$ cat config.mk
export PLATFORM = sky130hd
export DESIGN_NAME = fnb_target
export DESIGN_NICKNAME = d
export VERILOG_FILES = /design/src/fnb_pkg.sv /design/src/fnb_target.sv
export VERILOG_INCLUDE_DIRS = /design/src
export SDC_FILE = /design/constraint.sdc
export NUM_CORES = 1
export LEC_CHECK = 0
export ABC_CLOCK_PERIOD_IN_PS = 3000
export BUFFER_PORTS_ARGS = -buffer_cell sky130_fd_sc_hd__clkbuf_2
export CAP_MARGIN = 30
export CORE_MARGIN = 2
export CORE_UTILIZATION = 49
export CTS_CLUSTER_SIZE = 25
export DETAILED_ROUTE_END_ITERATION = 8
export MAX_ROUTING_LAYER = met4
export PLACE_DENSITY_LB_ADDON = 0.15
export SLEW_MARGIN = 10
export SYNTH_ARGS = -nofsm -noshare
export SYNTH_HDL_FRONTEND = slang
export SYNTH_SLANG_ARGS = --single-unit
export TNS_END_PERCENT = 100
$ cat constraint.sdc
create_clock -name pclk -period 3 [get_ports pclk]
set_input_delay 0.3 -clock pclk [delete_from_list [all_inputs] [get_ports pclk]]
set_output_delay 0.3 -clock pclk [all_outputs]
set_load 0.05 [all_outputs]
$ cat src/fnb_defs.svh
// Summary of operation
// - Start code 1101 reads, 1110 writes
// - One clock target select field follows start
// - Transfer size field is one clock, 0000
// - Seven address clocks, 28 bits, high nibble first
// - Handshake codes: ready, short, long wait, error
// - Two data clocks, low nibble first
// - Identification mode: low address bit picks code
// - Lockout detection read reports lock on bit 0
// - Identification mode cleared when power returns
// - Write of F0 anywhere leaves identification mode
// - Reads allowed 100 us after power up
// - Writes ignored until 5 ms after power up
// - Unselected cycle keeps nibble outputs disabled
// - Codes also read at FBC0000 and FBC0001
`ifndef FNB_DEFS_SVH
`define FNB_DEFS_SVH
// Start codes
`define FNB_START_RD   4'hD
`define FNB_START_WR   4'hE
`define FNB_SIZE_BYTE  4'h0
// Handshake codes
`define FNB_SYNC_READY 4'h0
`define FNB_SYNC_SHORT 4'h5
`define FNB_SYNC_LONG  4'h6
`define FNB_SYNC_ERR   4'hA
// Field lengths minus one
`define FNB_ADDR_LAST  3'h6
`define FNB_TWO_LAST   3'h1
// Fixed identification addresses
`define FNB_ID_MFR_ADDR 28'hFBC0000
`define FNB_ID_DEV_ADDR 28'hFBC0001
// Command sequence
`define FNB_CMD_A1     15'h5555
`define FNB_CMD_A2     15'h2AAA
`define FNB_CMD_D1     8'hAA
`define FNB_CMD_D2     8'h55
`define FNB_CMD_ENTER  8'h90
`define FNB_CMD_EXIT   8'hF0
// Power-up hold-off
`define FNB_CLK_MHZ    25
`define FNB_PU_RD_US   100
`define FNB_PU_WR_MS   5
`define FNB_PU_RD_CYC  (`FNB_PU_RD_US * `FNB_CLK_MHZ)
`define FNB_PU_WR_CYC  (`FNB_PU_WR_MS * 1000 * `FNB_CLK_MHZ)
// Register offsets
`define FNB_REG_CTRL   8'h00
`define FNB_REG_STAT   8'h04
`define FNB_REG_ISTAT  8'h08
`define FNB_REG_IMASK  8'h0C
// Control fields and reset value
`define FNB_CTRL_EN    0
`define FNB_CTRL_ID_LO 1
`define FNB_CTRL_RST   5'h01
`endif

$ cat src/fnb_pkg.sv
package fnb_pkg;
  // Cycle sequencer states
  typedef enum logic [3:0] {
    FNB_IDLE  = 4'h0,
    FNB_TSEL  = 4'h1,
    FNB_ADDR  = 4'h2,
    FNB_SIZE  = 4'h3,
    FNB_WDATA = 4'h4,
    FNB_TARI  = 4'h5,
    FNB_SYNC  = 4'h6,
    FNB_RDATA = 4'h7,
    FNB_TARO  = 4'h8
  } fnb_state_e;

  // Request toward the flash array
  typedef struct packed {
    logic        rd;
    logic        wr;
    logic [17:0] addr;
    logic [7:0]  wdata;
  } fnb_mem_req_s;

  // Whole state of the target
  typedef struct packed {
    fnb_state_e   st;
    logic [2:0]   cnt;
    logic         wr;
    logic         sel;
    logic [27:0]  addr;
    logic [7:0]   data;
    logic [3:0]   nib_o;
    logic         nib_oe_n;
    logic         id_mode;
    logic [1:0]   cmd_stg;
    logic [16:0]  pu_cnt;
    fnb_mem_req_s mem;
    logic         pready;
    logic         pslverr;
    logic [31:0]  prdata;
    logic [4:0]   ctrl;
    logic [3:0]   ist;
    logic [3:0]   imask;
    logic         irq;
  } fnb_state_s;
endpackage : fnb_pkg

$ cat src/fnb_target.sv
// Design decisions made here: register access over APB and the placing of the registers.
`timescale 1ns/1ps
`include "fnb_defs.svh"

module fnb_target import fnb_pkg::*; #(
  parameter logic [16:0] WR_WAIT_CYC = 17'(`FNB_PU_WR_CYC),
  parameter logic [7:0]  MFR_CODE    = 8'h5A,  // Arbitrary value
  parameter logic [7:0]  DEV_CODE    = 8'hA5   // Arbitrary value
) (
  input  wire logic         pclk,
  input  wire logic         presetn,
  input  wire logic         psel,
  input  wire logic         penable,
  input  wire logic         pwrite,
  input  wire logic [7:0]   paddr,
  input  wire logic [31:0]  pwdata,
  output logic              pready,
  output logic              pslverr,
  output logic [31:0]       prdata,
  output logic              irq,
  input  wire logic         cycle_framing_n,
  input  wire logic [3:0]   nibble_bus_i,
  output logic [3:0]        nibble_bus_o,
  output logic              nibble_bus_oe_n,
  output fnb_mem_req_s      mem_req,
  input  wire logic [7:0]   mem_rdata,
  input  wire logic         boot_lock
);

  localparam logic [16:0] RD_WAIT_CYC = 17'(`FNB_PU_RD_CYC);

  // Counter width and ordering must hold both hold-off counts
  if (WR_WAIT_CYC < RD_WAIT_CYC) begin : g_chk
    $error("fnb_target: write hold-off shorter than read hold-off");
  end

  fnb_state_s s_ff;     // Registered state
  fnb_state_s nxt_s;    // Next state

  // Read data source: fixed codes, identification mode, or array
  function automatic logic [7:0] rd_value(input logic [27:0] a,
                                          input logic        idm,
                                          input logic        lock,
                                          input logic [7:0]  arr);
    if (a == `FNB_ID_MFR_ADDR)
      rd_value = MFR_CODE;
    else if (a == `FNB_ID_DEV_ADDR)
      rd_value = DEV_CODE;
    else if (idm && a[17:1] == 17'h00000)
      rd_value = a[0] ? DEV_CODE : MFR_CODE;
    else if (idm)
      rd_value = {7'h00, lock};
    else
      rd_value = arr;
  endfunction : rd_value

  // Register read mux
  function automatic logic [31:0] reg_rd(input fnb_state_s s,
                                         input logic [7:0] a);
    case (a)
      `FNB_REG_CTRL:  reg_rd = {27'h0, s.ctrl};
      `FNB_REG_STAT:  reg_rd = {28'h0, s.id_mode,
                                s.pu_cnt >= WR_WAIT_CYC,
                                s.pu_cnt >= RD_WAIT_CYC,
                                s.st != FNB_IDLE};
      `FNB_REG_ISTAT: reg_rd = {28'h0, s.ist};
      `FNB_REG_IMASK: reg_rd = {28'h0, s.imask};
      default:        reg_rd = 32'h0;
    endcase
  endfunction : reg_rd

  function automatic logic reg_hit(input logic [7:0] a);
    reg_hit = (a == `FNB_REG_CTRL) || (a == `FNB_REG_STAT) ||
              (a == `FNB_REG_ISTAT) || (a == `FNB_REG_IMASK);
  endfunction : reg_hit

  // Next state of sequencer, command tracker and register file
  always_comb begin
    logic       rd_ok;
    logic       wr_ok;
    logic       bus_wr;
    logic [3:0] ev;
    logic [7:0] rv;
    nxt_s  = s_ff;
    rd_ok  = s_ff.pu_cnt >= RD_WAIT_CYC;
    wr_ok  = s_ff.pu_cnt >= WR_WAIT_CYC;
    bus_wr = psel && penable && s_ff.pready && pwrite;
    ev     = 4'h0;
    rv     = rd_value(s_ff.addr, s_ff.id_mode, boot_lock, mem_rdata);

    // Power-up hold-off counter, saturates
    if (!wr_ok)
      nxt_s.pu_cnt = s_ff.pu_cnt + 17'h00001;

    // Array strobes last one cycle
    nxt_s.mem.rd = 1'b0;
    nxt_s.mem.wr = 1'b0;

    case (s_ff.st)
      // Wait for framing with a valid start code
      FNB_IDLE: begin
        nxt_s.nib_oe_n = 1'b1;
      end
      // Target select decides whether we answer at all
      FNB_TSEL: begin
        nxt_s.sel = s_ff.ctrl[`FNB_CTRL_EN] &&
                    nibble_bus_i == s_ff.ctrl[`FNB_CTRL_ID_LO +: 4];
        nxt_s.st  = FNB_ADDR;
        nxt_s.cnt = 3'h0;
      end
      // Address, most significant nibble first
      FNB_ADDR: begin
        nxt_s.addr = {s_ff.addr[23:0], nibble_bus_i};
        nxt_s.cnt  = s_ff.cnt + 3'h1;
        if (s_ff.cnt == `FNB_ADDR_LAST)
          nxt_s.st = FNB_SIZE;
      end
      // Only single byte size is served
      FNB_SIZE: begin
        if (nibble_bus_i != `FNB_SIZE_BYTE)
          nxt_s.sel = 1'b0;
        nxt_s.st  = s_ff.wr ? FNB_WDATA : FNB_TARI;
        nxt_s.cnt = 3'h0;
      end
      // Write data, low nibble first
      FNB_WDATA: begin
        if (s_ff.cnt == 3'h0) begin
          nxt_s.data[3:0] = nibble_bus_i;
          nxt_s.cnt       = 3'h1;
        end else begin
          nxt_s.data[7:4] = nibble_bus_i;
          nxt_s.st        = FNB_TARI;
          nxt_s.cnt       = 3'h0;
        end
      end
      // Turnaround toward the target, bus left floating
      FNB_TARI: begin
        nxt_s.cnt = s_ff.cnt + 3'h1;
        if (s_ff.cnt == `FNB_TWO_LAST) begin
          nxt_s.st       = FNB_SYNC;
          nxt_s.cnt      = 3'h0;
          nxt_s.nib_oe_n = !s_ff.sel;
          if (s_ff.wr) begin
            nxt_s.nib_o = `FNB_SYNC_READY;
            if (s_ff.sel && wr_ok) begin
              nxt_s.mem.wr    = 1'b1;
              nxt_s.mem.addr  = s_ff.addr[17:0];
              nxt_s.mem.wdata = s_ff.data;
              // Command tracker for identification entry
              if (s_ff.data == `FNB_CMD_EXIT) begin
                nxt_s.id_mode = 1'b0;
                nxt_s.cmd_stg = 2'h0;
              end else if (s_ff.cmd_stg == 2'h0 &&
                           s_ff.addr[14:0] == `FNB_CMD_A1 &&
                           s_ff.data == `FNB_CMD_D1)
                nxt_s.cmd_stg = 2'h1;
              else if (s_ff.cmd_stg == 2'h1 &&
                       s_ff.addr[14:0] == `FNB_CMD_A2 &&
                       s_ff.data == `FNB_CMD_D2)
                nxt_s.cmd_stg = 2'h2;
              else if (s_ff.cmd_stg == 2'h2 &&
                       s_ff.addr[14:0] == `FNB_CMD_A1 &&
                       s_ff.data == `FNB_CMD_ENTER) begin
                nxt_s.id_mode = 1'b1;
                nxt_s.cmd_stg = 2'h0;
              end else
                nxt_s.cmd_stg = 2'h0;
            end
            if (s_ff.sel && !wr_ok)
              ev[3] = 1'b1;
          end else begin
            // One short wait while the array answers
            nxt_s.nib_o    = `FNB_SYNC_SHORT;
            nxt_s.mem.rd   = s_ff.sel && rd_ok;
            nxt_s.mem.addr = s_ff.addr[17:0];
          end
        end
      end
      // Handshake field driven by the target
      FNB_SYNC: begin
        nxt_s.cnt = s_ff.cnt + 3'h1;
        if (s_ff.wr) begin
          nxt_s.st       = FNB_TARO;
          nxt_s.cnt      = 3'h0;
          nxt_s.nib_oe_n = 1'b1;
        end else if (s_ff.cnt == 3'h0) begin
          nxt_s.nib_o = rd_ok ? `FNB_SYNC_READY : `FNB_SYNC_ERR;
        end else begin
          nxt_s.data  = rd_ok ? rv : 8'hFF;
          nxt_s.nib_o = rd_ok ? rv[3:0] : 4'hF;
          nxt_s.st    = FNB_RDATA;
          nxt_s.cnt   = 3'h0;
        end
      end
      // Read data, low nibble was driven on entry
      FNB_RDATA: begin
        if (s_ff.cnt == 3'h0) begin
          nxt_s.nib_o = s_ff.data[7:4];
          nxt_s.cnt   = 3'h1;
        end else begin
          nxt_s.st       = FNB_TARO;
          nxt_s.cnt      = 3'h0;
          nxt_s.nib_oe_n = 1'b1;
        end
      end
      // Turnaround back to the host, then report the cycle
      FNB_TARO: begin
        nxt_s.cnt = s_ff.cnt + 3'h1;
        if (s_ff.cnt == `FNB_TWO_LAST) begin
          nxt_s.st = FNB_IDLE;
          ev[0]    = s_ff.sel && !s_ff.wr;
          ev[1]    = s_ff.sel && s_ff.wr;
          ev[2]    = s_ff.sel && !s_ff.wr && !rd_ok;
        end
      end
      default: begin
        nxt_s.st       = FNB_IDLE;
        nxt_s.nib_oe_n = 1'b1;
      end
    endcase

    // Framing with a start code begins a cycle from any state
    if (!cycle_framing_n) begin
      nxt_s.nib_oe_n = 1'b1;
      nxt_s.sel      = 1'b0;
      if (nibble_bus_i == `FNB_START_RD ||
          nibble_bus_i == `FNB_START_WR) begin
        nxt_s.wr = nibble_bus_i == `FNB_START_WR;
        nxt_s.st = FNB_TSEL;
      end else
        nxt_s.st = FNB_IDLE;
    end

    // APB: data prepared in setup, pready in the access cycle
    nxt_s.pready  = psel && !penable;
    nxt_s.pslverr = psel && !penable && !reg_hit(paddr);
    if (psel && !penable)
      nxt_s.prdata = reg_rd(s_ff, paddr);
    if (bus_wr && paddr == `FNB_REG_CTRL)
      nxt_s.ctrl = pwdata[4:0];
    if (bus_wr && paddr == `FNB_REG_IMASK)
      nxt_s.imask = pwdata[3:0];
    // Write one to clear; a new event wins over the clear
    if (bus_wr && paddr == `FNB_REG_ISTAT)
      nxt_s.ist = s_ff.ist & ~pwdata[3:0];
    nxt_s.ist = nxt_s.ist | ev;
    nxt_s.irq = |(nxt_s.ist & nxt_s.imask);
  end

  // State register; reset stands for loss of power
  always_ff @(posedge pclk or negedge presetn) begin
    if (!presetn) begin
      s_ff          <= '0;
      s_ff.st       <= FNB_IDLE;
      s_ff.nib_oe_n <= 1'b1;
      s_ff.id_mode  <= 1'b0;
      s_ff.ctrl     <= `FNB_CTRL_RST;
    end else begin
      s_ff <= nxt_s;
    end
  end

  // Outputs straight from the state register
  assign pready          = s_ff.pready;
  assign pslverr         = s_ff.pslverr;
  assign prdata          = s_ff.prdata;
  assign irq             = s_ff.irq;
  assign nibble_bus_o    = s_ff.nib_o;
  assign nibble_bus_oe_n = s_ff.nib_oe_n;
  assign mem_req         = s_ff.mem;

endmodule : fnb_target

# [Yosys cells after proc, flatten, opt, wreduce, memory -nomap -nowiden]
# Index checks and enable logic that the tools add are counted.
[totals] ff_bits=146 in_bits=59 word_cells=198
[op_classes] addsub=2 order_cmp=2 eq_ne=46 n_mux=62 bitwise_logic=5 reduce_logical=58
[op_table] cell="two-way mux 8 bit" n=9
[op_table] cell="== test 28 bit, second input constant" n=2
[op_table] cell="two-way mux 28 bit" n=2
[op_table] cell="two-way mux 4 bit" n=13
[op_table] cell="one-hot mux 4 bit (9 select lines)" n=1
[op_table] cell="two-way mux 27 bit" n=1
[op_table] cell="== test 8 bit, second input constant" n=3
[op_table] cell="logical AND 1 bit" n=22
[op_table] cell="two-way mux 7 bit" n=3
[op_table] cell="!= test 3 bit, second input constant" n=7
[op_table] cell="!= test 2 bit, second input constant" n=10
[op_table] cell="one-hot mux 5 bit (4 select lines)" n=1
[op_table] cell="AND reduction 4 bit" n=5
[op_table] cell="two-way mux 18 bit" n=1
[op_table] cell="two-way mux 3 bit" n=6
[op_table] cell="adder 17 x 1 -> 17 bit, second input constant" n=1
[op_table] cell="greater-or-equal comparator 17 x 12 -> 1 bit, second input constant" n=1
[op_table] cell="greater-or-equal comparator 17 bit, second input constant" n=1
[op_table] cell="logical NOT 17 bit" n=1
[op_table] cell="two-way mux 1 bit" n=17
[op_table] cell="== test 4 x 3 -> 1 bit, second input constant" n=4
[op_table] cell="== test 8 x 4 -> 1 bit, second input constant" n=2
[op_table] cell="one-hot mux 8 bit (2 select lines)" n=1
[op_table] cell="== test 15 x 14 -> 1 bit, second input constant" n=1
[op_table] cell="41 further kinds" n=60

# [Longest topological paths before layout]
[logic_depth] word_depth=12 mapped_depth=9 mapped_depth_nobuf=8

# [Least setup slack after synthesis]
# Ideal clock, no wire load.
[synth_path] path_type="in2reg" start="input port paddr[1]" end="register s_ff, in the netlist irq" arrival_time_ps=2189 slack_ps=687 path_stages=6 n_path_buf=0 path_cell_list="or4_4 > or3_4 > nor2_1 > mux2_2 > a22o_1 > a211o_1"
[synth_rtl] element="start: declaration" line_no="fnb_target.sv:15" source="input wire logic [7:0] paddr,"
[synth_rtl] element="end signal: assignment" line_no="fnb_target.sv:259" source="s_ff <= nxt_s;"
[synth_rtl] element="end: declaration" line_no="fnb_target.sv:37" source="fnb_state_s s_ff;"

# [Worst setup path after layout]
[layout_path] start="register s_ff[144] (netlist name)" end="register s_ff[93] (netlist name)"
[layout_between] elab_chain_len=2
[layout_lines] element="== test 4 x 3 -> 1 bit" line_no="fnb_target.sv:99" source="case (s_ff.st)"
[layout_lines] element="AND reduction 4 bit (no source line)"
# No other way between the ends.
# A chain may end at the register's enable or synchronous reset.

==> metrics.log <==
[metrics] Num Clock Sinks: around 120
[metrics] category of the worst setup path launch point: flip-flop
[metrics] unrepaired setup endpoints after global routing: no
[metrics] WL final: 13630 um
[metrics] clock-pin slew reported for the worst setup and hold paths after clock tree synthesis: 60 ps
[metrics] buffers from clock root to sink, at most: 2
[metrics] Row Count: between 40 and 50
[metrics] routed len/inst: ~17 um
[metrics] measured slew at the worst slew-check pin: 706.7 ps
[metrics] Comb pwr share: 6.1%
[metrics] layout cells sized above 1: 29.69%
[metrics] portion of total power attributed to sequential cells: 41.7%
[metrics] number of I/O pins: approximately 130
[metrics] net load switching power: between 800 and 900 uW
[metrics] Inserted Clock Buffers: 17
[metrics] diode insertion count for antenna repair: 0
[metrics] via count of the first global-routing pass: approximately 4400
[metrics] post-CTS resize count: 0
[metrics] worst-skew pair later-pin latency: 420 ps
[metrics] final number of hold-violating endpoints: 0
[metrics] Final Net Count: approximately 690
[metrics] Clock Power Share: ~52%
[metrics] Synth Flop Type: dfrtp_1
[metrics] Std-Cell Core Area: between 10000 and 15000 um2
[metrics] utilization after layout: approximately 56%
[metrics] total non-filler cell area in the finished layout: 7061 um2
[metrics] starting utilization of the core area: about half
[metrics] outcome: finished, final reports clean
[metrics] post-synthesis instance area: 6227 um2
[metrics] Slew Viols, Final: 0
[metrics] Detailed Routing Iterations Pass 1: 5
[metrics] power density over the cells: roughly 550 nW/um2
[metrics] 1st-iter DRT viols: ~250
[metrics] wire length of the first global-routing pass: between 20000 and 25000 um
[metrics] CP max FO: 14
[metrics] total routing usage reported by global routing: 22.46%
[metrics] most frequently used cell type in the post-synthesis netlist: dfrtp_1
[metrics] share of total power consumed by net switching: approximately 23%
[metrics] leading post-synthesis cells by instance count: 117 x dfrtp_1, 64 x buf_4, 60 x mux2_2
[metrics] total negative slack for setup checks: 0 ps
[metrics] number of standard cells after synthesis: 581
[metrics] Die H: roughly 120 um
[metrics] Synth Area per Inst: around 11 um2
[metrics] final setup vio count: 0
[metrics] mean number of vias per cell: 5.518
[metrics] largest net degree at the start of global routing: ~80
[metrics] Slew Limit Headroom: 52.26%
[metrics] number of buffer cells added on primary ports: a little over 70
[metrics] number of enable-type register cells in the synthesized netlist: 0
[metrics] distinct cell type count of the synthesized netlist: approximately 70
[metrics] number of remaining DRC errors: 0
[metrics] relative area change from synthesis to final layout: 13.38%
[metrics] remaining antenna violation count: 0
[metrics] share of the cycle needed by the critical path after routing: roughly four fifths
[metrics] number of antenna violations at the first check in global routing: 0
[metrics] Placed Instance Area: around 6400 um2
[metrics] post-synthesis sequential element count: 119
[metrics] share of flip-flops with an asynchronous set or reset: 100.0%
[metrics] number of maximum-capacitance constraint violations: 0
[metrics] depth of the CTS H-tree: 4
[metrics] Root Driver: clkbuf_16
[metrics] Internal Dissipation: just over 3000 uW
[metrics] Worst Clk Skew: just under 7 ps
[metrics] Die X-Extent: 116.7 um
[metrics] critical path class: reg2reg
[metrics] die area: 13630 um2
[metrics] arrival time worst endpoint: 2750 ps
[metrics] yosys synthesis warning count: 0
[metrics] remaining global-route overflow: 0
[metrics] static leakage: between 0.003 and 0.004 uW
[metrics] IR Drop Worst-Case VDD: around 0.30 mV
[metrics] TritonCTS clock tree: built
[metrics] required time at the worst-slack endpoint: ~3300 ps
[metrics] top cells by area in the synthesized netlist: dfrtp_1 47%, mux2_2 11%, buf_4 7.7%
[metrics] minimum clock period: about 2500 ps
[metrics] sequential area share after synthesis: between 40% and 50%
[metrics] global placer's final weighted congestion: around 0.94
[metrics] FMAX: roughly 410 MHz
[metrics] share of the synthesized area in the top cell type: between 40% and 50%
[metrics] largest area contributor in the netlist: dfrtp_1
[metrics] min-delay worst type: in2reg
[metrics] vias after detailed routing: approximately 4500
[metrics] CP endpoint kind: flip-flop
[metrics] dpl hpwl: 9821 um
-- sequential cells by signal, indices dropped and copies added (netlist names) --
signal           flops
s_ff                78
mem_req             28
prdata               5
nibble_bus_o         4
irq                  1
nibble_bus_oe_n      1
pready               1
pslverr              1
-- kinds of logic after synthesis --
kind of cell / after synthesis / share of synthesized area (%)
compound gates: 95 / 10.43
flops: 119 / 47.86
xor+xnor: 21 / 2.954
buf+inv: 98 / 10.01
other cells: 1 / 0.06022
fa+ha+maj: 6 / 1.206
simple gates: 175 / 14.87
mux: 66 / 12.62
-- stage by stage --
stage	instances	power [uW]	hold slack, ps	worst slack [ps]
floorplan	607	1833	4.409	687.1
global placement	779	1895	302.6	510.0
detailed placement	779	1897	312.7	490.4
CTS	812	3941	112.6	529.5
global route	812	4050	126.9	308.9
finish	812	3913	125.2	548.0
-- layout make-up --
class / count / area, um2
Timing Repair Buffer: 86 / 483.0
Clock buffer: 25 / 515.5
Fill cell: 1105 / 5456
Clock inverter: 7 / 90.09
Inverter: 13 / 48.80
Sequential cell: 119 / 2980
Tap cell: 172 / 215.2
Multi-Input combinational cell: 390 / 2728
-- cells in the final DEF, fill, tap and decap left out, types with 4 or more instances in the layout --
master     instances
ha_1               6
and4_1             4
and2_1             5
dfrtp_1          117
a22o_1             4
xnor2_1           15
and3_1             7
nor4_1             8
nor3_1            11
mux4_2             4
nand4_1           15
nand2b_1           4
conb_1            27
o21ai_0           26
nor2b_1            7
inv_1             13
a21oi_1           16
xor2_1             6
nand2_1           47
nor2_1            33
clkbuf_8           6
clkbuf_2          71
buf_4             13
clkbuf_16         17
a31oi_1            4
o31ai_1            9
mux2_2            60
nand3_1           11
-- repair_timing --
item | in CTS | in global routing
endpoints found under the hold margin | 38 | 0
hold buffers | 1 | 0
setup buffers | 0 | 0
-- critical path, cell delays in order (launching register included) --
cell	delay, ps
dfrtp_1	530
nor4bb_1	620
and3_1	320
nand2_1	140
nor2_1	150
buf_4	220
mux2_2	350
-- power by group through the flow --
stage	registers (uW)	logic (uW)	clock network, uW
global route	1630	264	2150
floorplan	1660	175	0
CTS	1630	240	2070
finish	1630	238	2040
global placement	1660	235	0
detailed placement	1660	238	0
-- per-layer routing --
layer / global-route usage (%) / vias up / wire (um)
li1: - / 2099 / -
met1: 30.50 / 2222 / 6361
met2: 33.10 / 127 / 6321
met3: 4.567 / 33 / 635
met4: 9.176 / 0 / 312
met5: - / - / 0
-- path summary, 6_finish.rpt --
path	from	to	slack [ps]	depth (start not counted)
setup / recovery	s_ff[144]	s_ff[93]	550	6
max in group asynchronous	presetn	mem_req[8]	1790	3
hold reg to reg	prdata[2]	prdata[2]	490	2
hold / removal	pwdata[4]	s_ff[13]	130	2
setup reg to reg	s_ff[144]	s_ff[93]	550	6
min in group asynchronous	presetn	irq	400	2
Power figures use the tool's default switching activity.
